$ cat config.mk
export PLATFORM = sky130hd
export DESIGN_NAME = fcsm_top
export DESIGN_NICKNAME = d
export VERILOG_FILES = /design/src/fcsm_pkg.sv /design/src/fcsm_top.sv
export SDC_FILE = /design/constraint.sdc
export NUM_CORES = 1
export LEC_CHECK = 0
export BUFFER_PORTS_ARGS = -buffer_cell sky130_fd_sc_hd__buf_2
export CORE_UTILIZATION = 40
export CTS_BUF_LIST = sky130_fd_sc_hd__clkbuf_8
export CTS_CLUSTER_SIZE = 20
export DETAILED_ROUTE_END_ITERATION = 12
export GPL_TIMING_DRIVEN = 1
export SLEW_MARGIN = 10
export SYNTH_ARGS = -nofsm -noshare
export SYNTH_HDL_FRONTEND = slang
export SYNTH_SLANG_ARGS = --single-unit
export TNS_END_PERCENT = 10
$ cat constraint.sdc
create_clock -name clk -period 9.2 [get_ports clk]
set_input_delay 1.38 -clock clk [delete_from_list [all_inputs] [get_ports clk]]
set_output_delay 1.38 -clock clk [all_outputs]
set_load 0.01 [all_outputs]
$ cat src/fcsm_pkg.sv
// Package for the flash command state machine: codes, timings, carriers
package fcsm_pkg;

	localparam logic [10:0] FCSM_ADDR_555 = 11'h555;
	localparam logic [10:0] FCSM_ADDR_2AA = 11'h2AA;

	localparam logic [7:0] FCSM_CMD_UNLOCK1 = 8'hAA;
	localparam logic [7:0] FCSM_CMD_UNLOCK2 = 8'h55;
	localparam logic [7:0] FCSM_CMD_RESET   = 8'hF0;
	localparam logic [7:0] FCSM_CMD_SR_READ = 8'h70;
	localparam logic [7:0] FCSM_CMD_SR_CLR  = 8'h71;
	localparam logic [7:0] FCSM_CMD_EVAL    = 8'h35;
	localparam logic [7:0] FCSM_CMD_PROG    = 8'hA0;
	localparam logic [7:0] FCSM_CMD_BUFLD   = 8'h25;
	localparam logic [7:0] FCSM_CMD_ERASE   = 8'h80;
	localparam logic [7:0] FCSM_CMD_BYPASS  = 8'h20;
	localparam logic [7:0] FCSM_CMD_IDENT   = 8'h90;
	localparam logic [7:0] FCSM_CMD_CHIP    = 8'h10;
	localparam logic [7:0] FCSM_CMD_SECTOR  = 8'h30;
	localparam logic [7:0] FCSM_CMD_SUSPEND = 8'hB0;
	localparam logic [7:0] FCSM_CMD_RESUME  = 8'h30;

	localparam int FCSM_LOCK_RD_BIT  = 5;
	localparam int FCSM_LOCK_PW_BIT  = 2;
	localparam int FCSM_SR_VALID_BIT = 7;
	localparam int FCSM_SR_SUSP_BIT  = 6;
	localparam int FCSM_SR_ERASE_BIT = 5;

	localparam logic [7:0] FCSM_SR_RESET = 8'h80;

	localparam int CLK_PERIOD_NS    = 100;
	localparam int SUSPEND_LAT_NS   = 20000;
	localparam int SUSPEND_LAT_CYC  = SUSPEND_LAT_NS / CLK_PERIOD_NS;
	localparam int ERASE_WIN_NS     = 50000;
	localparam int ERASE_WIN_CYC    = (ERASE_WIN_NS + CLK_PERIOD_NS - 1) / CLK_PERIOD_NS;
	localparam int SECTOR_ERASE_CYC = 10000;
	localparam int CHIP_ERASE_CYC   = 40000;
	localparam int EVAL_CYC         = 64;
	localparam int FCSM_CNT_W       = 20;

	typedef enum logic [10:0] {
		FCSM_READ  = 11'h001,
		FCSM_UL1   = 11'h002,
		FCSM_UL2   = 11'h004,
		FCSM_ER    = 11'h008,
		FCSM_ERUL1 = 11'h010,
		FCSM_ERUL2 = 11'h020,
		FCSM_CER   = 11'h040,
		FCSM_SER   = 11'h080,
		FCSM_ESR   = 11'h100,
		FCSM_ES    = 11'h200,
		FCSM_ESS   = 11'h400
	} fcsm_state_e;

	typedef struct packed {
		logic [10:0] addr;
		logic [7:0]  data;
	} fcsm_wr_s;

	typedef struct packed {
		logic poll_ready_flag;
		logic failure_flag;
		logic erase_window_flag;
	} fcsm_poll_s;

endpackage

$ cat src/fcsm_top.sv
// Command-cycle state machine for read, unlock, erase and erase suspend
`timescale 1ns/1ps

// Functional notes
// RULE_01: Read protect active when lock bits 5 and 2 clear and password mismatches.
// RULE_02: Suspend before erase window opens forces poll-ready and blocks later sector queueing.
// RULE_03: Status clear command resets status register only, poll bits untouched.
// RULE_04: Chip erase, sector erase, evaluate return to read on success.
// RULE_05: Suspend request state enters erase suspended after suspend latency alone.
// RULE_06: Failed erase hangs until software reset returns it to read.
// RULE_07: Unlock AAh at 555h, 55h at 2AAh, then third cycle dispatch.
// RULE_08: Status bit 7 set only when other status bits are valid.
// RULE_09: Failure flag high reports a failed embedded operation.
// RULE_10: Erase window flag high once sector erase actually runs.
// RULE_11: Ready-busy low while chip erase, sector erase, suspend request or evaluate is active.
module fcsm_top
	import fcsm_pkg::*;
#(
	parameter int SUSP_CYC = SUSPEND_LAT_CYC,
	parameter int WIN_CYC  = ERASE_WIN_CYC,
	parameter int SER_CYC  = SECTOR_ERASE_CYC,
	parameter int CER_CYC  = CHIP_ERASE_CYC
) (
	input  wire logic        clk,
	input  wire logic        rst_b,
	input  wire logic        wr_strobe,
	input  wire fcsm_wr_s    wr_cmd,
	input  wire logic [7:0]  lock_config_reg,
	input  wire logic        password_match,
	input  wire logic        erase_fail,
	output logic             read_protect,
	output logic [7:0]       status_reg,
	output fcsm_poll_s       poll_flags,
	output logic             ready_busy_out,
	output logic             ready_busy_oe,
	output logic             prog_start,
	output logic             bufld_start,
	output logic             bypass_start,
	output logic             ident_start,
	output fcsm_state_e      state
);

	logic        rst_s1_r;
	logic        rst_s2_r;
	logic        wr_s1_r;
	logic        wr_s2_r;
	logic        wr_d_r;
	fcsm_wr_s    cmd_s1_r;
	fcsm_wr_s    cmd_s2_r;
	logic        wr_ev;
	fcsm_state_e st_r;
	fcsm_state_e st_nxt;
	logic [FCSM_CNT_W-1:0] cnt_r;
	logic [FCSM_CNT_W-1:0] cnt_nxt;
	logic [7:0]  sr_r;
	logic [7:0]  sr_nxt;
	fcsm_poll_s  pf_r;
	fcsm_poll_s  pf_nxt;
	logic        noq_r;
	logic        noq_nxt;
	logic        fail_r;
	logic        fail_nxt;
	logic        rp_r;
	logic        rp_nxt;
	logic [3:0]  disp_r;
	logic [3:0]  disp_nxt;
	logic        is_a5;
	logic        is_2a;
	logic [7:0]  d;

	// Reset release synchroniser
	always_ff @(posedge clk or negedge rst_b) begin
		if (!rst_b) begin
			rst_s1_r <= 1'b0;
			rst_s2_r <= 1'b0;
		end else begin
			rst_s1_r <= 1'b1;
			rst_s2_r <= rst_s1_r;
		end
	end

	// Strobe and command both come off the async bus; command must hold while strobe syncs
	always_ff @(posedge clk or negedge rst_s2_r) begin
		if (!rst_s2_r) begin
			wr_s1_r  <= 1'b0;
			wr_s2_r  <= 1'b0;
			wr_d_r   <= 1'b0;
			cmd_s1_r <= '0;
			cmd_s2_r <= '0;
		end else begin
			wr_s1_r  <= wr_strobe;
			wr_s2_r  <= wr_s1_r;
			wr_d_r   <= wr_s2_r;
			cmd_s1_r <= wr_cmd;
			cmd_s2_r <= cmd_s1_r;
		end
	end

	assign wr_ev = wr_s2_r & ~wr_d_r;
	assign d     = cmd_s2_r.data;
	assign is_a5 = (cmd_s2_r.addr == FCSM_ADDR_555);
	assign is_2a = (cmd_s2_r.addr == FCSM_ADDR_2AA);

	always_comb begin
		st_nxt   = st_r;
		cnt_nxt  = cnt_r;
		sr_nxt   = sr_r;
		pf_nxt   = pf_r;
		noq_nxt  = noq_r;
		fail_nxt = fail_r | erase_fail;
		disp_nxt = 4'h0;
		rp_nxt   = ~lock_config_reg[FCSM_LOCK_RD_BIT] & ~lock_config_reg[FCSM_LOCK_PW_BIT]
			& ~password_match; // RULE_01
		if (wr_ev && d == FCSM_CMD_SR_CLR && (st_r == FCSM_READ || st_r == FCSM_ES)) begin
			sr_nxt = FCSM_SR_RESET; // RULE_03
		end
		unique case (st_r)
			FCSM_READ: begin
				if (wr_ev && is_a5 && d == FCSM_CMD_UNLOCK1) begin
					st_nxt = FCSM_UL1; // RULE_07
				end else if (wr_ev && d == FCSM_CMD_EVAL && !rp_r) begin
					st_nxt  = FCSM_ESS;
					cnt_nxt = FCSM_CNT_W'(EVAL_CYC);
					sr_nxt[FCSM_SR_VALID_BIT] = 1'b0;
				end
			end
			FCSM_UL1: begin
				if (wr_ev) begin
					st_nxt = (is_2a && d == FCSM_CMD_UNLOCK2) ? FCSM_UL2 : FCSM_READ; // RULE_07
				end
			end
			FCSM_UL2: begin
				if (wr_ev) begin
					st_nxt = FCSM_READ;
					if (!rp_r) begin
						unique case (d) // RULE_07
							FCSM_CMD_PROG:   disp_nxt = 4'h1;
							FCSM_CMD_BUFLD:  disp_nxt = 4'h2;
							FCSM_CMD_BYPASS: disp_nxt = 4'h4;
							FCSM_CMD_IDENT:  disp_nxt = 4'h8;
							FCSM_CMD_ERASE:  st_nxt = FCSM_ER;
							default:         st_nxt = FCSM_READ;
						endcase
					end else if (d == FCSM_CMD_IDENT) begin
						disp_nxt = 4'h8;
					end
				end
			end
			FCSM_ER: begin
				if (wr_ev) begin
					st_nxt = (is_a5 && d == FCSM_CMD_UNLOCK1) ? FCSM_ERUL1 : FCSM_READ;
				end
			end
			FCSM_ERUL1: begin
				if (wr_ev) begin
					st_nxt = (is_2a && d == FCSM_CMD_UNLOCK2) ? FCSM_ERUL2 : FCSM_READ;
				end
			end
			FCSM_ERUL2: begin
				if (wr_ev) begin
					st_nxt   = FCSM_READ;
					fail_nxt = 1'b0;
					sr_nxt[FCSM_SR_VALID_BIT] = 1'b0;
					pf_nxt   = '0;
					noq_nxt  = 1'b0;
					if (is_a5 && d == FCSM_CMD_CHIP) begin
						st_nxt  = FCSM_CER;
						cnt_nxt = FCSM_CNT_W'(CER_CYC);
					end else if (d == FCSM_CMD_SECTOR) begin
						st_nxt  = FCSM_SER;
						cnt_nxt = FCSM_CNT_W'(SER_CYC + WIN_CYC);
					end else begin
						sr_nxt[FCSM_SR_VALID_BIT] = 1'b1;
					end
				end
			end
			FCSM_CER, FCSM_SER, FCSM_ESS: begin
				if (fail_r) begin
					// Hang keeps status valid until reset
					sr_nxt[FCSM_SR_VALID_BIT] = 1'b1; // RULE_08
					sr_nxt[FCSM_SR_ERASE_BIT] = 1'b1;
					pf_nxt.failure_flag       = 1'b1; // RULE_09
					if (wr_ev && d == FCSM_CMD_RESET) begin
						st_nxt   = FCSM_READ; // RULE_06
						fail_nxt = 1'b0;
						sr_nxt   = FCSM_SR_RESET;
						pf_nxt   = '0;
					end
				end else if (cnt_r == '0) begin
					st_nxt = FCSM_READ; // RULE_04
					sr_nxt = FCSM_SR_RESET; // RULE_08
					pf_nxt = '0;
				end else begin
					cnt_nxt = cnt_r - 1'b1;
					if (st_r == FCSM_SER && cnt_r <= FCSM_CNT_W'(SER_CYC)) begin
						pf_nxt.erase_window_flag = 1'b1; // RULE_10
					end
					if (st_r == FCSM_SER && wr_ev && d == FCSM_CMD_SUSPEND) begin
						st_nxt = FCSM_ESR;
						if (!pf_r.erase_window_flag) begin
							pf_nxt.poll_ready_flag = 1'b1; // RULE_02
							noq_nxt = 1'b1; // RULE_02
						end
					end else if (st_r == FCSM_SER && wr_ev && d == FCSM_CMD_SECTOR
						&& !pf_r.erase_window_flag && !noq_r) begin
						cnt_nxt = FCSM_CNT_W'(SER_CYC + WIN_CYC); // RULE_02
					end
				end
			end
			FCSM_ESR: begin
				// Erase count is frozen here and kept for the resume
				st_nxt = FCSM_ES; // RULE_05
				sr_nxt[FCSM_SR_SUSP_BIT]  = 1'b1;
				sr_nxt[FCSM_SR_VALID_BIT] = 1'b1;
			end
			FCSM_ES: begin
				if (wr_ev && d == FCSM_CMD_RESUME) begin
					st_nxt = FCSM_SER;
					sr_nxt[FCSM_SR_SUSP_BIT]  = 1'b0;
					sr_nxt[FCSM_SR_VALID_BIT] = 1'b0;
				end
			end
			default: st_nxt = FCSM_READ;
		endcase
	end

	// Suspend latency stretched by a small hold counter
	logic [FCSM_CNT_W-1:0] lat_r;
	logic [FCSM_CNT_W-1:0] lat_nxt;
	fcsm_state_e           st_g;

	always_comb begin
		st_g    = st_nxt;
		lat_nxt = '0;
		if (st_r == FCSM_ESR) begin
			lat_nxt = lat_r + 1'b1;
			st_g    = (lat_r >= FCSM_CNT_W'(SUSP_CYC - 1)) ? FCSM_ES : FCSM_ESR; // RULE_05
		end
	end

	always_ff @(posedge clk or negedge rst_s2_r) begin
		if (!rst_s2_r) begin
			st_r           <= FCSM_READ;
			cnt_r          <= '0;
			lat_r          <= '0;
			sr_r           <= FCSM_SR_RESET;
			pf_r           <= '0;
			noq_r          <= 1'b0;
			fail_r         <= 1'b0;
			rp_r           <= 1'b0;
			disp_r         <= 4'h0;
			ready_busy_out <= 1'b1;
			ready_busy_oe  <= 1'b0;
		end else begin
			st_r           <= st_g;
			cnt_r          <= cnt_nxt;
			lat_r          <= lat_nxt;
			sr_r           <= sr_nxt;
			pf_r           <= pf_nxt;
			noq_r          <= noq_nxt;
			fail_r         <= fail_nxt;
			rp_r           <= rp_nxt;
			disp_r         <= disp_nxt;
			// Open drain: drive low only while busy
			ready_busy_out <= 1'b0;
			ready_busy_oe  <= (st_g == FCSM_CER) || (st_g == FCSM_SER)
				|| (st_g == FCSM_ESR) || (st_g == FCSM_ESS); // RULE_11
		end
	end

	assign read_protect = rp_r;
	assign status_reg   = sr_r;
	assign poll_flags   = pf_r;
	assign prog_start   = disp_r[0];
	assign bufld_start  = disp_r[1];
	assign bypass_start = disp_r[2];
	assign ident_start  = disp_r[3];
	assign state        = st_r;

	a_busy_pin: assert property (@(posedge clk) disable iff (!rst_s2_r) // RULE_11
		(st_r inside {FCSM_CER, FCSM_SER, FCSM_ESR, FCSM_ESS}) |-> ready_busy_oe)
		else $error("ready busy not driven during erase");
	a_sr_clear: assert property (@(posedge clk) disable iff (!rst_s2_r) // RULE_03
		(wr_ev && d == FCSM_CMD_SR_CLR && st_r inside {FCSM_READ, FCSM_ES}) |=> $stable(pf_r))
		else $error("status clear touched poll flags");
	a_susp_lat: assert property (@(posedge clk) disable iff (!rst_s2_r) // RULE_05
		(st_r == FCSM_ESR && lat_r >= FCSM_CNT_W'(SUSP_CYC - 1)) |=> st_r == FCSM_ES)
		else $error("suspend request did not settle");
	a_fail_flag: assert property (@(posedge clk) disable iff (!rst_s2_r) // RULE_09
		(fail_r && st_r == FCSM_SER && !wr_ev)
		|=> pf_r.failure_flag && sr_r[FCSM_SR_VALID_BIT])
		else $error("failure not reported");
	a_erase_done: assert property (@(posedge clk) disable iff (!rst_s2_r) // RULE_04
		(st_r == FCSM_CER && cnt_r == '0 && !fail_r) |=> st_r == FCSM_READ)
		else $error("erase did not return to read");
	a_rp_calc: assert property (@(posedge clk) disable iff (!rst_s2_r) // RULE_01
		(lock_config_reg[FCSM_LOCK_RD_BIT]) |=> !read_protect)
		else $error("read protect set with lock bit 5");
	a_early_susp: assert property (@(posedge clk) disable iff (!rst_s2_r) // RULE_02
		(st_r == FCSM_SER && !fail_r && cnt_r != '0 && wr_ev && d == FCSM_CMD_SUSPEND
		&& !pf_r.erase_window_flag) |=> pf_r.poll_ready_flag && noq_r)
		else $error("early suspend not flagged");
	a_hang_reset: assert property (@(posedge clk) disable iff (!rst_s2_r) // RULE_06
		(fail_r && st_r inside {FCSM_CER, FCSM_SER, FCSM_ESS} && wr_ev && d == FCSM_CMD_RESET)
		|=> st_r == FCSM_READ)
		else $error("reset did not leave hang");

endmodule // fcsm_top

==> metrics.txt, run 1 <==
Post-CTS Setup Inserts 0; Synth Warn # 0; CP Capture Type flip-flop; Fin. Hold Viols 0; Mapped Cells just over 500; post-synthesis compound-gate area fraction 0.1510; MaxCap Viol Count 0; syn nets 552; vias in the first global route just over 4,000; area of the core 0.01288 mm2; Simple-Gate Fraction of Synth Area 0.2604; post-DP HPWL 9345 um; GRT Total Usage 0.1967; DR vias/cell between 5 and 6; peak supply drop 0.1480 mV; CP max stage delay 0.89 ns; CP Class reg2reg; Post-Synth Adder-Cell Area 0.006993; grt ovf 0; worst path cell trace nor3_1 -> nand4_1 -> a41oi_1 -> nand2_1 -> nand4_1 -> o21ai_0; Top Ports 61; number of synthesized flops with an enable pin 0; Netlist Area Pre-Place 0.005368 mm2; clock slew at reported path FFs approximately 0.07 ns; CTS sink cnt 114; final instance area 0.006213 mm2; syn avg cell area 10.38 um2; largest family of logic cells by synthesized area simple AND/OR/NAND/NOR gates; DIE WIDTH 117.8 um; largest net degree at the start of global routing just under 60; Leak Pwr 2.693 nW; mux cell area share after synthesis 0.002098; Post-DP Area between 0.005 and 0.006 mm2; routability cong. 0.8757; unrepaired setup endpoints after global routing false; DR pass1 iterations 5; total CTS buffers 17; Synth Register Bits about 110; worst skew pair latency between 0.4 and 0.5 ns; Worst Path Required 9.51 ns; cell mode on critical path nand4_1; top_reg_cell synth dfrtp_1; outcome finished clean; initial antenna violation count 0; Max stage delay cell, worst path nor3_1; Final nets 616; pwr/cell area 202.2 mW/mm2; post-synth top area cell dfrtp_1; first-pass GRT wire length ~21,000 um; hold depth 0; Final Max Tran Viols 0; min cycle time layout 3.068 ns; DR DRC count 0; chip height roughly 120 um; Worst slew margin 0.2717; Routed wire per std cell 16.87 um; die area 0.01389 mm2; worst path arrival time 3.38 ns; PortBufs between 50 and 60; CTS tree yes; CTS Hold Bufs 0; final setup fails 0; Worst Clk Skew 0.01792 ns; share of the synthesized area in the top cell type 0.5175; final WL 12,920 um; Hold Path Class reg2reg; crit path launch type flip-flop; crit path max fanout 12; number of inserted diodes 0; Via Count 4,396; Clock Path Buffers 2; Synth-to-Final Area Change 15.76%; Reg2Reg Depth 6; Yosys cell types 73; Final period util 0.3335; fraction of layout cells with a size suffix above 1 0.2003; remaining antenna violation count 0; initial core utilization 0.4169; XOR/XNOR Fraction of Synth Area 0.02937; Synth area leaders dfrtp_1 (52%), nor2_1 (4.1%), o21ai_0 (2.9%); fmax approximately 330 MHz; register area share after synthesis 0.5322; ys async rst share 1.000; H-tree depth 4; Slew @ Worst Pin 1.084 ns; Rows 41; Setup TNS 0 ns; CTS root buf clkbuf_8; post-CTS sizing 0; Largest regs cnt_r: 20 flops, lat_r: 20 flops, cmd_s1_r: 19 flops; Initial DRC Count 397
power by group:
| part | leakage (nW) | internal [mW] | switching, mW |
|---|---|---|---|
| clock | 0.190 | 0.232 | 0.219 |
| sequential | 1.46 | 0.534 | 0.0372 |
| combinational | 1.04 | 0.0895 | 0.146 |
area by class of cell:
class	instances	area, um2
multi-input combinational	382	2422
clock buffer	19	261.5
fill	1194	6663
inverter	9	33.78
clock inverter	13	127.6
timing repair buffer	57	292.8
tap	172	215.2
sequential	114	2860
synth_stat cells, types with 3 or more instances:
library cell	instances
clkbuf_1	4
a22oi_1	3
and2_1	6
inv_1	9
o31ai_1	8
nand3b_1	7
or4_1	5
o21ai_0	31
ha_1	3
nand4_1	14
and3_1	9
a31o_2	3
nand2b_1	5
a21oi_1	18
and4_1	8
nor4_1	12
xnor2_1	7
o21a_1	3
nand2_1	40
buf_2	8
nor3_1	21
or3_1	11
xor2_1	11
nor2b_1	9
a211oi_1	3
dfrtp_1	111
nand3_1	13
nor2_1	59
dfstp_2	3
a31oi_1	15
critical path, delay by kind of cell, from the launching register on:
kind	cells	cell delay (ns)
and+or+nand+nor	4	1.90
DFF	1	0.45
AOI/OAI and AO/OA	2	0.58
final timing paths:
| check | startpoint | endpoint | slack (ns) |
|---|---|---|---|
| min in group asynchronous | rst_s2_r | cmd_s2_r[11] | 0.39 |
| worst max-delay path | state[6] | cnt_r[12] | 6.13 |
| worst min register to register | cmd_s1_r[5] | d[5] | 0.34 |
| worst max register to register | state[6] | cnt_r[12] | 6.13 |
| max in group asynchronous | rst_s2_r | status_reg[6] | 7.59 |
| worst min-delay path | cmd_s1_r[5] | d[5] | 0.34 |
routing by layer:
layer | up-vias | global-route usage | wire (um)
li1 | 2058 | - | -
met4 | 0 | 0.06811 | 258
met3 | 21 | 0.05620 | 872
met2 | 169 | 0.2967 | 5809
met5 | - | 0 | 0
met1 | 2148 | 0.2698 | 5984
stage by stage:
stage | instances | hold WS, ns | utilization | worst slack [ns] | total power, mW
5_1_grt | 766 | 0.3537 | 0.4826 | 5.897 | 1.329
6_report | 766 | 0.3442 | 0.4826 | 6.132 | 1.256
3_3_place_gp | 734 | 0.3321 | 0.4523 | 6.318 | 0.8073
4_1_cts | 766 | 0.3443 | 0.4826 | 6.210 | 1.269
3_5_place_dp | 734 | 0.3363 | 0.4523 | 6.231 | 0.8127
2_1_floorplan | 517 | 0.3312 | - | 5.794 | 0.7486
kinds of logic after synthesis:
kind of cell / Yosys count
AND/OR/NAND/NOR: 244
AO/OA/AOI/OAI: 114
flip-flops: 114
buffers and inverters: 21
XOR/XNOR: 18
adder cells (fa/ha/maj): 3
other: 2
multiplexers: 1
placed cells by master, fill, tap and decap left out, drive strengths merged, types with 14 or more instances in the layout:
master  Yosys  layout
clkbuf      4      19
dfrtp     111     111
nor4       16      16
nor3       23      23
nand4      14      14
a21oi      18      18
a31oi      15      15
nor2       60      60
o21ai      31      31
nand2      41      41
buf         8      57
(Power assumes the default switching activity.)
==> run 2, diff against run 1 <==
==> constraint.sdc (replaced) <==
create_clock -name clk -period 2.9 [get_ports clk]
set_input_delay 0.435 -clock clk [delete_from_list [all_inputs] [get_ports clk]]
set_output_delay 0.435 -clock clk [all_outputs]
set_load 0.01 [all_outputs]
==> run 2 against run 1 <==
Maximum frequency increased by 16%. Total power increased to 3.3 times the previous value. Hold slack got worse by 0.24 ns. Core utilization increased by 0.79 points. Clock power increased to 3.4 times the previous value. Final area increased by 1.6%. Cell count increased by 1.0%. Non-clock buffer count increased by 8. Sequential share of layout area decreased by 0.74 points. Clock skew decreased by 0.0015 ns. Critical endpoint is now ready_busy_oe.
==> metrics.txt, run 2 (synthesized netlist as in run 1, its figures left out) <==
CP top delay family simple AND/OR/NAND/NOR gates; CP Class reg2reg; Rows 41 (unchanged); Final period util 0.9154 (+0.5819); worst path arrival time 2.93 ns (-0.45 ns); DIE WIDTH 117.8 um (unchanged); area of the core 0.01288 mm2 (unchanged); Worst slew margin 0.5345 (+0.2627); DR DRC count 0 (unchanged); Crit path buffers/inverters 0 (unchanged); crit path max fanout 10 (-2); initial antenna violation count 0 (unchanged); DR pass1 iterations 5 (unchanged); routability cong. 0.9162 (+4.6%); Max stage delay cell, worst path nor4_4; Top Ports 61 (unchanged); min cycle time layout 2.655 ns (-0.4133 ns); first-pass GRT wire length 22,020 um (+4.2%); Slew @ Worst Pin 0.6919 ns (-0.3922 ns); most frequent cells in the layout dfrtp_1 (110), nor2_1 (59), buf_2 (54); fraction of layout cells with a size suffix above 1 0.2076 (+0.007304); pwr/cell area 652.6 mW/mm2 (+220%); Routed wire per std cell 17.08 um (+1.2%); CTS root buf clkbuf_8; worst skew pair latency 0.44 ns (about the same); placed cells 741 (+0.95%); final core utilization 0.4904 (+0.007871); fmax 376.7 MHz (+16%); Post-DP Area 0.005889 mm2 (+1.1%); final setup fails 0 (unchanged); largest net degree at the start of global routing 77 (+31%); Setup TNS 0 ns (unchanged); Worst Path Required 3.18 ns (-6.33 ns); crit path launch type flip-flop; chip height 117.8 um (unchanged); remaining antenna violation count 0 (unchanged); Synth-to-Final Area Change 17.65%; Clock Path Buffers 2 (unchanged); CP Capture Type flip-flop; outcome finished clean; Leak Pwr 2.746 nW (+2.0%); CTS sink cnt 114 (unchanged); Non-Filler Instances 774 (+1.0%); worst path cell trace nor4_4 -> nand4_1 -> nor3_1 -> o21ai_0 -> a21oi_1 -> o221ai_1; initial core utilization 0.4169 (unchanged); Hold Path Class in2reg; commonest non-fill, non-tap cell in the layout dfrtp_1; total CTS buffers 17 (unchanged); DR vias/cell 5.671 (-1.2%); MaxCap Viol Count 0 (unchanged); die area 0.01389 mm2 (unchanged); H-tree depth 4 (unchanged); peak supply drop 0.5257 mV (+260%); final WL 13,220 um (+2.3%); Fin. Hold Viols 0 (unchanged); Post-CTS Setup Inserts 0 (unchanged); Worst Clk Skew 0.01643 ns (-0.001484 ns); Final Max Tran Viols 0 (unchanged); grt ovf 0 (unchanged); Final nets 624 (+1.3%); Largest regs cnt_r: 20 flops, lat_r: 20 flops, cmd_s1_r: 19 flops; Initial DRC Count 328 (-17%); CTS tree yes; unrepaired setup endpoints after global routing false; GRT Total Usage 0.2046 (+0.007870); Via Count 4,389 (-0.16%); clock slew at reported path FFs 0.08 ns (about the same); vias in the first global route 4,298 (+3.8%); post-DP HPWL 9547 um (+2.2%); number of inserted diodes 0 (unchanged); CP max stage delay 0.53 ns (-0.36 ns); PortBufs 54 (unchanged); final total power 4.121 mW (+230%); final instance area 0.006315 mm2 (+1.6%)
==> run 2: changes by cell type in the layout (fill, tap and decap cells not counted) <==
cell           change
clkinvlp_4         +1
clkbuf_8           -2
bufinv_16          +2
clkinv_4           -2
buf_4              +6
inv_1              +1
dlygate4sd3_1      +1
buf_12             +1
==> run 2: routing by layer <==
metal | up-vias | global-route usage | part of all wire
li1 | 2075 | - | -
met1 | 2146 | 0.2779 | 0.48
met2 | 152 | 0.3110 | 0.45
met3 | 16 | 0.04942 | 0.050
met4 | 0 | 0.08734 | 0.013
met5 | - | 0 | 0
==> run 2: per-stage QoR <==
step | hold slack, ns | worst slack, ns
2_1_floorplan | 0.1394 | 0.6218
3_5_place_dp | 0.2218 | 0.2773
4_1_cts | 0.07653 | 0.2566
6_report | 0.1085 | 0.2453
5_1_grt | 0.06614 | 0.07454
3_3_place_gp | 0.2194 | 0.3624
==> run 2: power breakdown <==
group / internal (mW) / switching (mW) / leakage [nW]
clock network: 0.856 / 0.684 / 0.201
registers: 1.69 / 0.121 / 1.46
logic: 0.291 / 0.476 / 1.09
total: 2.84 / 1.28 / 2.75
==> run 2: worst paths after layout <==
check                           depth (start not counted)  startpoint  slack, ns       endpoint
worst max-delay path                                    6    state[2]       0.25  ready_busy_oe
worst min-delay path                                    1   wr_cmd[8]       0.11    cmd_s1_r[8]
worst max register to register                          6    state[2]       0.25  ready_busy_oe
worst min register to register                          0    rst_s2_r       0.31       state[5]
max in group asynchronous                               1    rst_s2_r       1.81      cnt_r[13]
min in group asynchronous                               2       rst_b       0.30       rst_s2_r
==> run 2: cell type report <==
type / instances / area, um2
timing repair buffer: 65 / 367.9
clock inverter: 15 / 181.4
inverter: 9 / 33.78
clock buffer: 17 / 234.0
sequential: 114 / 2860
multi-input combinational: 382 / 2422
fill: 1206 / 6561
tap: 172 / 215.2
==> run 2: worst reg2reg max path, delay by kind of cell (launching register included) <==
family | cells | cell delay, ns
flip-flops | 1 | 0.52
AND/OR/NAND/NOR | 3 | 1.26
AO/OA/AOI/OAI | 3 | 0.72
==> run 2: timing repair <==
| item | CTS | global route |
|---|---|---|
| hold buffers | 1 | 0 |
| gates resized for setup | 0 | 0 |
| hold endpoints to repair | 2 | 0 |
| setup endpoints to repair | 0 | 0 |
==> run 3, diff against run 2 <==
--- a/config.mk
+++ b/config.mk
@@ -6,7 +6,8 @@
 export NUM_CORES = 1
 export LEC_CHECK = 0
 export BUFFER_PORTS_ARGS = -buffer_cell sky130_fd_sc_hd__buf_2
-export CORE_UTILIZATION = 40
+export CORE_ASPECT_RATIO = 0.5
+export CORE_UTILIZATION = 30
 export CTS_BUF_LIST = sky130_fd_sc_hd__clkbuf_8
 export CTS_CLUSTER_SIZE = 20
 export DETAILED_ROUTE_END_ITERATION = 12
==> constraint.sdc (replaced) <==
create_clock -name clk -period 2.9 [get_ports clk]
set_input_delay 0 -clock clk [delete_from_list [all_inputs] [get_ports clk]]
set_output_delay 0 -clock clk [all_outputs]
set_load 0.01 [all_outputs]
==> run 3 against run 2 <==
Maximum frequency up 4.5%. Clock power hardly changed. Combinational power increased by 3.4%. Hold slack improved by 0.094 ns. Sequential cell count is the same. Final area increased by 5.4%. Total power increased by 0.16%. Via count is 2.5% higher. Non-clock buffer count grew 28. Largest cell class unchanged. Largest power group unchanged.
==> metrics.txt, run 3 (synthesized netlist as in run 1, its figures left out) <==
fraction of layout cells with a size suffix above 1 0.2048 (-0.002879); CTS tree yes; largest net degree at the start of global routing 70 (-9.1%); Final period util 0.8762 (-0.03924); Reg2Reg Depth 7 (+1); area of the core 0.01744 mm2 (+35%); CP top delay family simple AND/OR/NAND/NOR gates; Non-Filler Instances 864 (+12%); placed cells 807 (+8.9%); CP max stage delay 0.51 ns (-0.02 ns); DR DRC count 0 (unchanged); RR Endpoint cnt_r[13]; hold depth 2 (+1); peak supply drop 0.2406 mV (-54%); fmax 393.6 MHz (+4.5%); CP Class reg2reg; crit path launch type flip-flop; pwr/cell area 620.0 mW/mm2 (-5.0%); number of inserted diodes 0 (unchanged); Post-DP Area 0.005997 mm2 (+1.8%); Slew @ Worst Pin 0.5974 ns (-0.09449 ns); worst skew pair latency 0.43 ns (about the same); Initial DRC Count 401 (+22%); Synth-to-Final Area Change 24.03%; post-DP HPWL 9342 um (-2.1%); Reg area 0.002860 mm2 (unchanged); Worst Clk Skew 0.01433 ns (-0.002108 ns); routability cong. 0.9594 (+4.7%); post-CTS sizing 0 (unchanged); # fillers 1,714 (+42%); Final nets 652 (+4.5%); clock slew at reported path FFs 0.07 ns (about the same); commonest non-fill, non-tap cell in the layout dfrtp_1; worst path cell trace nor4_4 -> and4_1 -> a211o_1 -> o211ai_2 -> buf_4 -> o31a_1 -> a31oi_1; Via Count 4,498 (+2.5%); Leak Pwr 2.876 nW (+4.7%); Worst Path Required 3.25 ns (+0.07 ns); multi-input logic area 0.002422 mm2 (unchanged); met3 WL 766 um (+16%); vias in the first global route 4,153 (-3.4%); Worst slew margin 0.5980 (+0.06358); Reg-to-Reg Start state[2]; H-tree depth 4 (unchanged); most frequent cells in the layout dfrtp_1 (110), nor2_1 (59), buf_2 (54); Clock Path Buffers 2 (unchanged); wl on met1 6421 um (+0.20%); Hold Path Class in2reg; Crit path buffers/inverters 1 (+1); final WL 13,460 um (+1.8%); PortBufs 54 (unchanged); grt ovf 0 (unchanged); crit path max fanout 10 (unchanged); DIE WIDTH 191.2 um (+62%); die area 0.01846 mm2 (+33%); DR pass1 iterations 6 (+1); initial core utilization 0.3077 (-0.1091); remaining antenna violation count 0 (unchanged); Rows 34 (-17%); Met2 Routed Length 6121 um (+2.4%); chip height 96.59 um (-18%); MaxCap Viol Count 0 (unchanged); Max stage delay cell, worst path nor4_4; Worst Hold Path EP cmd_s1_r[10]; min cycle time layout 2.541 ns (-0.1138 ns); Post-CTS Setup Inserts 0 (unchanged); first-pass GRT wire length 21,680 um (-1.5%); Routed wire per std cell 15.58 um (-8.8%); Top Ports 61 (unchanged); unrepaired setup endpoints after global routing false; CTS root buf clkbuf_8; Fin. Hold Viols 0 (unchanged); R2R setup slack 0.36 ns (+0.11 ns); top layer in use met4; hold path start wr_cmd[10]; DR vias/cell 5.206 (-8.2%); total CTS buffers 17 (unchanged); Setup TNS 0 ns (unchanged); GRT Total Usage 0.1532 (-0.05136); CP Capture Type flip-flop; CTS sink cnt 114 (unchanged); Final Max Tran Viols 0 (unchanged); outcome finished clean; Largest regs cnt_r: 20 flops, lat_r: 20 flops, cmd_s1_r: 19 flops; worst path arrival time 2.89 ns (-0.04 ns); initial antenna violation count 0 (unchanged); final core utilization 0.3817 (-0.1087); final instance area 0.006658 mm2 (+5.4%); final setup fails 0 (unchanged)
run 3: where the power goes:
group / total [mW] / switching, mW / internal [mW] / leakage, nW
logic: 0.793 / 0.481 / 0.312 / 1.21
registers: 1.81 / 0.114 / 1.69 / 1.46
clock network: 1.53 / 0.660 / 0.868 / 0.206
total: 4.13 / 1.25 / 2.87 / 2.88
run 3: final cells by class:
class | count | area share
clock inverter | 14 | 0.02443
tap | 234 | 0.04398
clock buffer | 18 | 0.03721
inverter | 9 | 0.005074
multi-input combinational | 382 | 0.3638
sequential | 114 | 0.4296
timing repair buffer | 93 | 0.09585
run 3: repair_timing:
| item | in CTS | in global routing |
|---|---|---|
| hold buffers | 25 | 0 |
| setup endpoints to repair | 0 | 0 |
| endpoints found under the hold margin | 24 | 0 |
run 3: metrics by stage:
step           power [mW]  hold slack [ns]  setup WS [ns]
6_report            4.128           0.2027         0.3592
5_1_grt             4.348           0.1687         0.1568
4_1_cts             4.167           0.1804         0.3673
3_5_place_dp        2.580          -0.2106         0.3877
3_3_place_gp        2.561          -0.2147         0.4116
2_1_floorplan       2.375          -0.2956         0.6218
run 3: worst register-to-register path, delay by kind of cell (launching register included):
| kind | cells | cell delay, ns |
|---|---|---|
| and+or+nand+nor | 2 | 0.91 |
| DFF | 1 | 0.50 |
| AOI/OAI and AO/OA | 4 | 0.84 |
| buffers and inverters | 1 | 0.21 |
run 3: layer usage:
metal	track usage	up-vias
met5	0	-
met4	0.05026	0
met3	0.03828	13
met2	0.2373	139
met1	0.2100	2212
li1	-	2134
run 3: how the worst max path moves through the flow:
stage                        start            end  slack [ns]  cells past startpoint
after floorplan           cnt_r[0]      cnt_r[11]        0.62                      8
after global placement        d[1]       cnt_r[8]        0.41                      6
after detailed placement  state[3]      cnt_r[19]        0.39                      7
after CTS                 state[3]      cnt_r[17]        0.37                      7
after global routing      state[3]  ready_busy_oe        0.16                      6
final                     state[2]      cnt_r[13]        0.36                      7
